[src/hdl/rps_regs.svh]
`ifndef RPS_REGS_SVH
`define RPS_REGS_SVH

// register byte offsets
`define RPS_OFS_CONFIG      5'h00
`define RPS_OFS_CAUSE       5'h04
`define RPS_OFS_STATE       5'h08
`define RPS_OFS_INT_STATUS  5'h0c
`define RPS_OFS_INT_MASK    5'h10
`define RPS_OFS_CONVERTER   5'h14
`define RPS_OFS_RESULT_HIGH 5'h18
`define RPS_OFS_RESULT_LOW  5'h1c

// reset_cause_register fields
`define RPS_CAUSE_POR_BIT   1
`define RPS_CAUSE_BOD_BIT   0
`define RPS_CAUSE_RESET     2'h0

// event bits of int status and mask
`define RPS_EV_POR          0
`define RPS_EV_BOD          1
`define RPS_EV_WDT          2
`define RPS_EV_EXT          3
`define RPS_EV_RELEASE      4
`define RPS_EV_W            5

// converter control fields
`define RPS_CONV_ON_BIT     0
`define RPS_CONV_GO_BIT     1

`define RPS_CONFIG_RESET    6'h00
`define RPS_PC_W            13

// timing
`define RPS_POWER_UP_TIMER_US         72000
`define RPS_RC_KHZ          32
`define RPS_OST_CYCLES      1024

`endif

[src/hdl/rps_pkg.sv]
package rps_pkg;

  typedef enum logic [2:0] {
    RPS_OSC_LOW_POWER  = 3'h0,
    RPS_OSC_MEDIUM     = 3'h1,
    RPS_OSC_HIGH_SPEED = 3'h2,
    RPS_OSC_EXT_CLOCK  = 3'h3,
    RPS_OSC_INT_RC     = 3'h4,
    RPS_OSC_EXT_RC     = 3'h5,
    RPS_OSC_INT_RC_IO  = 3'h6,
    RPS_OSC_EXT_RC_IO  = 3'h7
  } rps_osc_mode_t;

  typedef struct packed {
    rps_osc_mode_t osc_mode;
    logic          brownout_enable;
    logic          power_up_timer_disable;
    logic          internal_reset_tie_select;
  } rps_config_t;

  typedef enum logic [1:0] {
    RPS_ST_HOLD = 2'b00,
    RPS_ST_POWER_UP_TIMER = 2'b01,
    RPS_ST_OST  = 2'b10,
    RPS_ST_RUN  = 2'b11
  } rps_state_t;

  typedef struct packed {
    logic ext_pin;
    logic supply_ok;
    logic below_brownout;
    logic rc_osc;
    logic osc_in;
  } rps_pins_t;

endpackage : rps_pkg

[src/hdl/rps_sync.sv]
module rps_sync (
  input  wire logic          clk,
  input  wire logic          reset,
  input  wire rps_pkg::rps_pins_t pins_in,
  output rps_pkg::rps_pins_t      pins_out
);
  import rps_pkg::*;

  // reset pin idles high: no false press right after reset
  localparam rps_pins_t PINS_IDLE = '{ext_pin: 1'b1, default: 1'b0};

  rps_pins_t meta_reg;
  rps_pins_t sync_reg;

  // first stage feeds only the second
  always_ff @(posedge clk) begin
    if (reset) begin
      meta_reg <= PINS_IDLE;
      sync_reg <= PINS_IDLE;
    end else begin
      meta_reg <= pins_in;
      sync_reg <= meta_reg;
    end
  end

  assign pins_out = sync_reg;

endmodule : rps_sync

[src/hdl/rps_sequencer.sv]
`include "rps_regs.svh"

// Summary of operation
// RL1: watchdog reset stays internal, never drives the external reset pin low.
// RL2: tie-select config bit makes the external reset pin permanently inactive.
// RL3: no internal pull-up; reset pin level comes only from outside.
// RL4: internal reset held while power-on detect shows supply too low.
// RL5: falling supply never causes a power-on reset; only power-up does.
// RL6: with brown-out enabled, reset held until supply passes the threshold.
// RL7: power-up timer gives 72 ms, started only by power-on or brown-out.
// RL8: power-up timer counts a dedicated internal RC oscillator.
// RL9: chip stays in reset while the power-up timer runs.
// RL10: power-up timer disable bit skips the delay; cleared applies it.
// RL11: software should keep power-up timer enabled when brown-out is enabled.
// RL12: after power-up timer, count 1024 oscillator input cycles before release.
// RL13: start-up timer only in crystal modes, after power-on or sleep wake; the code also runs it after a brown-out reset.
// RL14: any reset loads reset values, turns converter off, aborts conversion; the code reloads config, cause and interrupt registers only on block reset.
// RL15: reset leaves both conversion result registers unchanged.
// RL16: hardware clears power-on and brown-out flags; software sets them again.
// RL17: any reset clears the 13-bit program counter.
// RL18: release only with all sources quiet and delays done in order.
module rps_sequencer #(
  parameter int POWER_UP_TIMER_TICKS = (`RPS_POWER_UP_TIMER_US * `RPS_RC_KHZ) / 1000
) (
  input  wire logic        clk,
  input  wire logic        reset,
  input  wire logic [4:0]  avs_address,
  input  wire logic        avs_read,
  input  wire logic        avs_write,
  input  wire logic [31:0] avs_writedata,
  output logic      [31:0] avs_readdata,
  output logic             avs_waitrequest,
  input  wire logic        external_reset_pin_i,
  output logic             external_reset_pin_o,
  output logic             external_reset_pin_oe,
  input  wire logic        supply_above_por,
  input  wire logic        brownout_detect,
  input  wire logic        watchdog_timeout,
  input  wire logic        wake_from_sleep,
  input  wire logic        rc_osc_clk,
  input  wire logic        oscillator_input_pin,
  output logic             chip_reset,
  output logic             core_stall,
  output logic             converter_power_on,
  output logic             converter_abort,
  output logic [12:0]      program_counter,
  output logic             irq
);
  import rps_pkg::*;

  localparam logic [15:0] POWER_UP_TIMER_LAST = 16'(POWER_UP_TIMER_TICKS - 1);
  localparam logic [15:0] OST_LAST  = 16'(`RPS_OST_CYCLES - 1);

  rps_pins_t   pins_raw;
  rps_pins_t   pins_s;
  rps_config_t config_reg;
  rps_state_t  state_reg, state_next;
  logic [15:0] count_reg, count_next;
  logic [1:0]  reset_cause_reg;
  logic [`RPS_EV_W-1:0] int_status_reg, int_mask_reg, event_set;
  logic [1:0]  converter_reg;
  logic [7:0]  result_high_reg, result_low_reg;
  logic [12:0] pc_reg;
  logic        rc_prev_reg, osc_prev_reg, supply_prev_reg, bod_prev_reg, ext_prev_reg;
  logic        por_seen_reg, pwrup_pend_reg, wake_ost_reg;
  logic        chip_reset_reg, abort_reg, ack_reg;
  logic [31:0] readdata_reg;

  assign pins_raw = '{ext_pin: external_reset_pin_i, supply_ok: supply_above_por,
                      below_brownout: brownout_detect, rc_osc: rc_osc_clk,
                      osc_in: oscillator_input_pin};

  rps_sync u_sync (
    .clk      (clk),
    .reset    (reset),
    .pins_in  (pins_raw),
    .pins_out (pins_s)
  );

  function automatic logic is_crystal(input rps_osc_mode_t m);
    return (m == RPS_OSC_LOW_POWER) || (m == RPS_OSC_MEDIUM) || (m == RPS_OSC_HIGH_SPEED);
  endfunction : is_crystal

  // RL2 tie-select masks pin; RL3 raw pin level, no pull-up term
  wire ext_active  = ~config_reg.internal_reset_tie_select & ~pins_s.ext_pin;
  // RL4 supply low holds reset; RL5 only until first power-up
  wire por_hold    = ~por_seen_reg;
  // RL6 brown-out holds reset while supply below threshold
  wire bod_active  = config_reg.brownout_enable & pins_s.below_brownout;
  wire any_src     = por_hold | bod_active | ext_active | watchdog_timeout;
  wire por_rise    = pins_s.supply_ok & ~supply_prev_reg & ~por_seen_reg;
  wire bod_rise    = bod_active & ~bod_prev_reg;
  // RL8 power-up timer paced by the internal RC oscillator
  wire rc_edge     = pins_s.rc_osc & ~rc_prev_reg;
  wire osc_edge    = pins_s.osc_in & ~osc_prev_reg;
  wire xtal        = is_crystal(config_reg.osc_mode);
  wire in_ost_wake = (state_reg == RPS_ST_OST) & wake_ost_reg;

  // bus decode
  wire        bus_take = (avs_read | avs_write) & ack_reg;
  wire        wr_take  = avs_write & ack_reg;
  wire [4:0]  wofs     = {avs_address[4:2], 2'b00};
  wire        wr_cfg   = wr_take & (wofs == `RPS_OFS_CONFIG);
  wire        wr_cause = wr_take & (wofs == `RPS_OFS_CAUSE);
  wire        wr_int   = wr_take & (wofs == `RPS_OFS_INT_STATUS);
  wire        wr_mask  = wr_take & (wofs == `RPS_OFS_INT_MASK);
  wire        wr_conv  = wr_take & (wofs == `RPS_OFS_CONVERTER);
  wire        wr_hi    = wr_take & (wofs == `RPS_OFS_RESULT_HIGH);
  wire        wr_lo    = wr_take & (wofs == `RPS_OFS_RESULT_LOW);

  // RL18 sources quiet, then timer order power_up_timer before ost
  always_comb begin
    state_next = state_reg;
    count_next = count_reg + 16'h0001;
    case (state_reg)
      RPS_ST_HOLD: begin
        count_next = 16'h0000;
        if (!any_src) begin
          // RL10 disable bit skips the power-up delay
          if (pwrup_pend_reg && !config_reg.power_up_timer_disable) begin
            state_next = RPS_ST_POWER_UP_TIMER;
          end else if (pwrup_pend_reg && xtal) begin
            state_next = RPS_ST_OST;
          end else begin
            state_next = RPS_ST_RUN;
          end
        end
      end
      RPS_ST_POWER_UP_TIMER: begin
        if (!rc_edge) begin
          count_next = count_reg;
        end
        if (any_src) begin
          state_next = RPS_ST_HOLD;
        end else if (rc_edge && count_reg == POWER_UP_TIMER_LAST) begin
          // RL13 start-up timer only in crystal modes
          state_next = xtal ? RPS_ST_OST : RPS_ST_RUN;
          count_next = 16'h0000;
        end
      end
      RPS_ST_OST: begin
        if (!osc_edge) begin
          count_next = count_reg;
        end
        if (any_src) begin
          state_next = RPS_ST_HOLD;
        end else if (osc_edge && count_reg == OST_LAST) begin
          // RL12 release after 1024 oscillator input cycles
          state_next = RPS_ST_RUN;
        end
      end
      RPS_ST_RUN: begin
        count_next = 16'h0000;
        if (any_src) begin
          state_next = RPS_ST_HOLD;
        end else if (wake_from_sleep && xtal) begin
          // RL13 wake from sleep reruns the start-up timer
          state_next = RPS_ST_OST;
        end
      end
      default: begin
        state_next = RPS_ST_HOLD;
        count_next = 16'h0000;
      end
    endcase
  end

  always_ff @(posedge clk) begin
    if (reset) begin
      state_reg <= RPS_ST_HOLD;
      count_reg <= 16'h0000;
    end else begin
      state_reg <= state_next;
      count_reg <= count_next;
    end
  end

  always_ff @(posedge clk) begin
    if (reset) begin
      rc_prev_reg     <= 1'b0;
      osc_prev_reg    <= 1'b0;
      supply_prev_reg <= 1'b0;
      bod_prev_reg    <= 1'b0;
      ext_prev_reg    <= 1'b0;
    end else begin
      rc_prev_reg     <= pins_s.rc_osc;
      osc_prev_reg    <= pins_s.osc_in;
      supply_prev_reg <= pins_s.supply_ok;
      bod_prev_reg    <= bod_active;
      ext_prev_reg    <= ext_active;
    end
  end

  // RL7 power-up timer armed only by power-on or brown-out
  always_ff @(posedge clk) begin
    if (reset) begin
      por_seen_reg   <= 1'b0;
      pwrup_pend_reg <= 1'b1;
      wake_ost_reg   <= 1'b0;
    end else begin
      por_seen_reg   <= por_seen_reg | por_rise;
      if (por_rise || bod_rise) begin
        pwrup_pend_reg <= 1'b1;
      end else if (state_reg == RPS_ST_HOLD && !any_src) begin
        pwrup_pend_reg <= 1'b0;
      end
      wake_ost_reg   <= (state_next == RPS_ST_OST) &
                        ((state_reg == RPS_ST_RUN) | wake_ost_reg);
    end
  end

  // RL9 chip held while the power-up timer runs
  always_ff @(posedge clk) begin
    if (reset) begin
      chip_reset_reg <= 1'b1;
    end else begin
      chip_reset_reg <= (state_next != RPS_ST_RUN) &
                        ~((state_next == RPS_ST_OST) & (state_reg == RPS_ST_RUN | wake_ost_reg));
    end
  end

  // RL1 pin is never driven, watchdog reset stays inside
  assign external_reset_pin_o  = 1'b0;
  assign external_reset_pin_oe = 1'b0;

  assign event_set = {chip_reset_reg & ~(state_next != RPS_ST_RUN),
                      ext_active & ~ext_prev_reg, watchdog_timeout, bod_rise, por_rise};

  // hardware events win over software writes
  always_ff @(posedge clk) begin
    if (reset) begin
      config_reg      <= `RPS_CONFIG_RESET;
      reset_cause_reg <= `RPS_CAUSE_RESET;
      int_status_reg  <= '0;
      int_mask_reg    <= '0;
    end else begin
      if (wr_cfg) begin
        config_reg <= avs_writedata[5:0];
      end
      // RL16 hardware clears the cause flag; software sets it back
      reset_cause_reg <= (wr_cause ? avs_writedata[1:0] : reset_cause_reg) &
                         ~{por_rise, bod_rise};
      int_status_reg  <= (int_status_reg & ~({`RPS_EV_W{wr_int}} &
                          avs_writedata[`RPS_EV_W-1:0])) | event_set;
      if (wr_mask) begin
        int_mask_reg <= avs_writedata[`RPS_EV_W-1:0];
      end
    end
  end

  // RL14 chip reset turns converter off and aborts conversion
  always_ff @(posedge clk) begin
    if (reset) begin
      converter_reg <= 2'h0;
      abort_reg     <= 1'b0;
    end else begin
      abort_reg     <= chip_reset_reg & converter_reg[`RPS_CONV_GO_BIT];
      if (chip_reset_reg) begin
        converter_reg <= 2'h0;
      end else if (wr_conv) begin
        converter_reg <= avs_writedata[1:0];
      end
    end
  end

  // RL15 results only change by a write, never by chip reset
  always_ff @(posedge clk) begin
    if (wr_hi) begin
      result_high_reg <= avs_writedata[7:0];
    end
    if (wr_lo) begin
      result_low_reg <= avs_writedata[7:0];
    end
  end

  // RL17 program counter cleared on any reset
  always_ff @(posedge clk) begin
    if (reset || chip_reset_reg) begin
      pc_reg <= 13'h0000;
    end else if (!core_stall) begin
      pc_reg <= pc_reg + 13'h0001;
    end
  end

  // one wait cycle: read data is ready when waitrequest drops
  always_ff @(posedge clk) begin
    if (reset) begin
      ack_reg      <= 1'b0;
      readdata_reg <= 32'h0000_0000;
    end else begin
      ack_reg <= (avs_read | avs_write) & ~ack_reg;
      if (avs_read && !ack_reg) begin
        case (wofs)
          `RPS_OFS_CONFIG:      readdata_reg <= {26'h0, config_reg};
          `RPS_OFS_CAUSE:       readdata_reg <= {30'h0, reset_cause_reg};
          `RPS_OFS_STATE:       readdata_reg <= {28'h0, state_reg, core_stall, chip_reset_reg};
          `RPS_OFS_INT_STATUS:  readdata_reg <= {27'h0, int_status_reg};
          `RPS_OFS_INT_MASK:    readdata_reg <= {27'h0, int_mask_reg};
          `RPS_OFS_CONVERTER:   readdata_reg <= {30'h0, converter_reg};
          `RPS_OFS_RESULT_HIGH: readdata_reg <= {24'h0, result_high_reg};
          `RPS_OFS_RESULT_LOW:  readdata_reg <= {24'h0, result_low_reg};
          default:              readdata_reg <= 32'h0000_0000;
        endcase
      end
    end
  end

  assign avs_waitrequest    = (avs_read | avs_write) & ~ack_reg;
  assign avs_readdata       = readdata_reg;
  assign chip_reset         = chip_reset_reg;
  assign core_stall         = in_ost_wake;
  assign converter_power_on = converter_reg[`RPS_CONV_ON_BIT];
  assign converter_abort    = abort_reg;
  assign program_counter    = pc_reg;
  assign irq                = |(int_status_reg & int_mask_reg);
endmodule : rps_sequencer

[config.mk]
export PLATFORM = sky130hd
export DESIGN_NAME = rps_sequencer
export DESIGN_NICKNAME = d
export VERILOG_FILES = /design/src/hdl/rps_pkg.sv /design/src/hdl/rps_sync.sv /design/src/hdl/rps_sequencer.sv
export VERILOG_INCLUDE_DIRS = /design/src /design/src/hdl
export SDC_FILE = /design/constraint.sdc
export NUM_CORES = 1
export LEC_CHECK = 0
export ABC_AREA = 0
export BUFFER_PORTS_ARGS = -buffer_cell sky130_fd_sc_hd__buf_2
export CAP_MARGIN = 20
export CORE_MARGIN = 3
export CORE_UTILIZATION = 40
export DETAILED_ROUTE_END_ITERATION = 8
export GPL_ROUTABILITY_DRIVEN = 0
export PLACE_DENSITY = 0.73
export SLEW_MARGIN = 20
export SYNTH_ARGS = -nofsm -noshare
export SYNTH_HDL_FRONTEND = slang
export SYNTH_SLANG_ARGS = --single-unit
[constraint.sdc]
create_clock -name clk -period 2.74 [get_ports clk]
set_input_delay 0.411 -clock clk [delete_from_list [all_inputs] [get_ports clk]]
set_output_delay 0.411 -clock clk [all_outputs]
set_load 0.02 [all_outputs]
# Word level (Yosys, flattened, before mapping)
# Index checks and enable logic that the tools add are counted.
# totals
ff_bits	120
inputBits	48
output_inout_bits	53
word_cells	139
# op_classes
n_addsub	2
n_eq_ne	17
n_mux	18
bitwise	46
reduce_logical	21
# op_table
operator	n
16-bit 2-to-1 mux	4
8-bit one-hot mux with 8 select lines	1
16-bit one-hot mux with 3 select lines	1
1-bit bitwise AND	22
2-bit 2-to-1 mux	9
16-bit by 1-bit adder with 16-bit output (second input constant)	1
16-bit by 10-bit == test with 1-bit output (second input constant)	1
16-bit by 12-bit == test with 1-bit output (second input constant)	1
5-bit bitwise AND	3
13-bit by 1-bit adder with 13-bit output (second input constant)	1
3-bit == test (second input constant)	4
1-bit inverter	11
3-bit by 2-bit == test with 1-bit output (second input constant)	3
2-bit one-hot mux with 4 select lines	1
1-bit logical AND	7
2-bit == test (second input constant)	3
3-bit by 1-bit == test with 1-bit output (second input constant)	2
1-bit bitwise OR	6
2-bit OR reduction	3
5-bit logical NOT	1
5-bit inverter	1
5-bit bitwise OR	1
5-bit OR reduction	1
1-bit logical OR	4
other kinds (8)	12

# Logic depth before layout (Yosys ltp)
# depth
depth_word	12
mapped_depth	7
mapped_depth_nobuf	6

# Hierarchy
# From an unflattened synthesis, not the netlist that was laid out.
# unflattened
cells_unflattened	470
hier_area_um2	4379.2
# by_module_without_submodules
module	n_inst	cells_per_inst	area_per_inst_um2	seq_area_each_um2
rps_sequencer	1	450	4116.4	1881.8
rps_sync	1	20	262.8	200.2

# Worst setup path after synthesis
# OpenSTA, ideal clock, no wires.
# synth_timing
path_kind	reg2reg
start	register state_reg[1]
end	register readdata_reg[1] (netlist: avs_readdata[1])
setup_ps	132
t_arrival_ps	1684
required_time_ps	2608
path_slack_ps	924
path_stages_with_launch	7
path_buffers	1
synth_period_minus_slack_ps	1816
path_cell_list	dfxtp_1 -> buf_4 -> nand3b_1 -> inv_1 -> mux4_2 -> a2111oi_0 -> nor3_1
# synth_between
elab_chain_len	3
# synth_lines
item	line_no	text
from (decl)	rps_sequencer.sv:57	rps_state_t state_reg, state_next;
from (signal assigned)	rps_sequencer.sv:173	state_reg <= state_next;
2-bit == test	rps_sequencer.sv:97	wire in_ost_wake = (state_reg == RPS_ST_OST) & wake_ost_reg;
1-bit bitwise AND	rps_sequencer.sv:97	
via core_stall	rps_sequencer.sv:43	output logic core_stall,
8-bit one-hot mux with 8 select lines	rps_sequencer.sv:293	case (wofs)
to (signal assigned)	rps_sequencer.sv:294	`RPS_OFS_CONFIG: readdata_reg <= {26'h0, config_reg};
to (signal assigned)	rps_sequencer.sv:295	`RPS_OFS_CAUSE: readdata_reg <= {30'h0, reset_cause_reg};
to (signal assigned)	rps_sequencer.sv:296	`RPS_OFS_STATE: readdata_reg <= {28'h0, state_reg, core_stall, chip_reset_reg};
to (decl)	rps_sequencer.sv:67	logic [31:0] readdata_reg;
# The timed path passes the listed nets, and every way through them passes these cells.
# A chain may end at the register's enable or synchronous reset.

# Worst setup path in the final report
# layout_timing
start	register state_reg[0]
end	register readdata_reg[1] (netlist: avs_readdata[1])
# layout_between
elab_chain_len	3
# layout_lines
item	line_no
2-bit == test	rps_sequencer.sv:97
1-bit bitwise AND	rps_sequencer.sv:97
8-bit one-hot mux with 8 select lines	rps_sequencer.sv:293
# Every way passes these cells.

==> run metrics <==
Max Fclk=462 MHz; Post-Layout Cell Count=649; worst hold path startpoint=external_reset_pin_i; worst clock skew=0.0148 ns; GR Util met2=24.8%; Final Util=46.2%; RR Startpoint=state_reg[0]; antenna viol nets, final=0; simple-gate share of the synthesized area=23.6%; Post-synth top flop=dfxtp_1; diode count=0; worst r2r dst=avs_readdata[1]; CTS Hold Buffers Added=0; # H-tree levels=3; status=completed; Final WS setup=0.575 ns; global-route wire length before repair=16.0 mm; Post-synth EDFFs=16; largest fanout on the critical path=13; core area=0.0105 mm^2; initial antenna violation count=0; Post-CTS Setup Inserts=0; critical path class=flop to flop; part of the power in the clock network=37.3%; TritonCTS buffer count=9; Synth Cell Area=0.00440 mm^2; Post-Synth XOR/XNOR Area=2.39%; port bufs=48; deepest clock path buffer count=2; vias in the first global route=3257; Cells after DPL=633; Reg power frac=55.8%; Power Density=543 mW/mm^2; min cycle time layout=2.17 ns; DIE HEIGHT=111 um; Total GRT Usage=15.7%; distinct cell type count of the synthesized netlist=59; Internal=2.00 mW; grt ovf=0; hpwl dp=6.85 mm; HP Class=input pin to flop; P_leak=1.89 nW; largest family of logic cells by synthesized area=simple AND/OR/NAND/NOR gates; RSZ-0062 raised after global routing=no; Syn Inst Count=467; Worst EP arrival=2.41 ns; Net Sw Frac=24.2%; Max Slew Vio Count=0; WL/cell=14.7 um; R2R depth=5; measured slew at the worst slew-check pin=0.816 ns; clk root buf=clkbuf_8; NetSw=638 uW; reg-to-reg setup timing slack=0.57 ns; dpl ws=0.601 ns; busiest metal layer after global routing=met2; Peak VDD IR=221 uV; Gate power share=6.9%; Clk pin slew, worst setup/hold paths=0.09 ns; yosys warns=0; Seq cells post-synth=96; hold path depth=2; met3 Track Usage GR=3.77%; Iteration-0 DRC Markers=242; largest net degree at the start of global routing=47; Layout Nets=558; final worst-path cycle share=79.0%; Synth async-reset ratio=0%; # rows=37; commonest cells after routing, fill and taps aside=dfxtp_1, nor2_1, buf_2; area delta synth->final=10.3%; final setup vio count=0; via density per instance=5.29; Synth Area in Adders=0.569%; die outline width=111 um; normalized max-slew margin=45.4%; final hold viol count=0; Critical Path RT=2.98 ns; max-cap violations=0; CP Capture Type=flop; post_cts resized=0; vias post-DR=3432; max reg flops=16; DRC violations left=0; die area=0.0123 mm^2; mux contribution to synthesized area=7.62%; clk sinks=96; drt first pass iters=5; Detailed Route WL=9.53 mm; Compound-Gate Fraction of Synth Area=11.3%; routing usage on met1=21.0%; setup_tns=0 ns; most common cell after layout, fill and taps aside=dfxtp_1; WHS Endpoint=u_sync.meta_reg[4]; Initial Utilization=41.9%; share of cells above drive strength 1=17.2%; I/O pins=101; CTS tree=yes; syn avg cell area=9.43 um^2; worst-skew pair later-pin latency=0.36 ns; Startpoint Class=flop; post-synthesis sequential area ratio=47.3%
worst max-delay path by stage:
stage	startpoint	endpoint	slack, ns
floorplan	state_reg[1]	avs_readdata[1]	0.92
global placement	count_reg[0]	wake_ost_reg	0.67
detailed placement	state_reg[0]	avs_readdata[1]	0.60
CTS	state_reg[0]	avs_readdata[1]	0.58
global route	count_reg[0]	wake_ost_reg	0.41
finish	state_reg[0]	avs_readdata[1]	0.57
power by group through the flow:
stage / Clock (mW) / Combinational (mW) / Sequential [mW]
after global placement: 0 / 0.177 / 1.50
after CTS: 1.01 / 0.182 / 1.47
after global routing: 1.06 / 0.201 / 1.47
after detailed placement: 0 / 0.181 / 1.50
after floorplan: 0 / 0.151 / 1.51
final: 0.984 / 0.182 / 1.47
cells in the mapped netlist, types with 2 or more instances:
library cell,n,area (um^2)
a211oi_1,5,37.5
a21oi_1,21,105
a221oi_1,4,35.0
a22oi_1,4,30.0
a311oi_1,5,43.8
a31o_2,2,17.5
and3_1,2,12.5
and4_1,4,35.0
buf_1,4,15.0
buf_4,28,210
clkbuf_1,12,45.0
dfxtp_1,80,1600
edfxtp_1,16,480
ha_1,2,25.0
inv_1,7,26.3
mux2_2,4,45.0
mux2i_1,20,200
mux4_2,4,90.1
nand2_1,40,150
nand2b_1,12,75.1
nand3_1,12,60.1
nand3b_1,4,30.0
nand4_1,8,50.1
nor2_1,65,244
nor2b_1,17,106
nor3_1,15,75.1
nor4_1,3,18.8
nor4_4,2,42.5
o211ai_1,2,15.0
o21a_1,2,15.0
o21ai_0,13,65.1
o22ai_1,3,18.8
o31ai_1,2,15.0
or2_2,3,18.8
or3_1,5,31.3
or4_4,2,22.5
xnor2_1,2,17.5
xor2_1,10,87.6
final cells by class:
type                            count  area, um^2
Sequential cell                    96        2080
Timing Repair Buffer               51         263
Fill cell                         982        5660
Tap cell                          136         170
Inverter                            7        26.3
Clock inverter                      5        61.3
Multi-Input combinational cell    343        2100
Clock buffer                       11         153
critical path, stage by stage (launching register included):
cell	delay (ns)
dfxtp_1	0.61
nand3b_1	0.30
inv_1	0.13
mux4_2	0.47
a2111oi_0	0.44
nor3_1	0.09
routing by layer:
| metal | share of wire [%] | vias up |
|---|---|---|
| li1 | - | 1688 |
| met1 | 44 | 1601 |
| met2 | 47 | 130 |
| met3 | 6.9 | 13 |
| met4 | 1.5 | 0 |
| met5 | 0 | - |
kinds of logic (layout without fill, tap and decap cells):
family,count (synthesis),count (layout)
XOR/XNOR,12,12
buffers and inverters,53,74
other,1,26
adder cells (fa/ha/maj),2,2
AO/OA/AOI/OAI,74,74
multiplexers,28,28
AND/OR/NAND/NOR,201,201
flip-flops,96,96
per-stage QoR:
step	total power, mW	hold slack, ns	instance area [um^2]
after global routing	2.74	0.212	4850
final	2.64	0.225	4850
after CTS	2.66	0.215	4850
after floorplan	1.66	0.389	4500
after detailed placement	1.68	0.398	4640
after global placement	1.68	0.394	4640
Power figures use the tool's default switching activity.
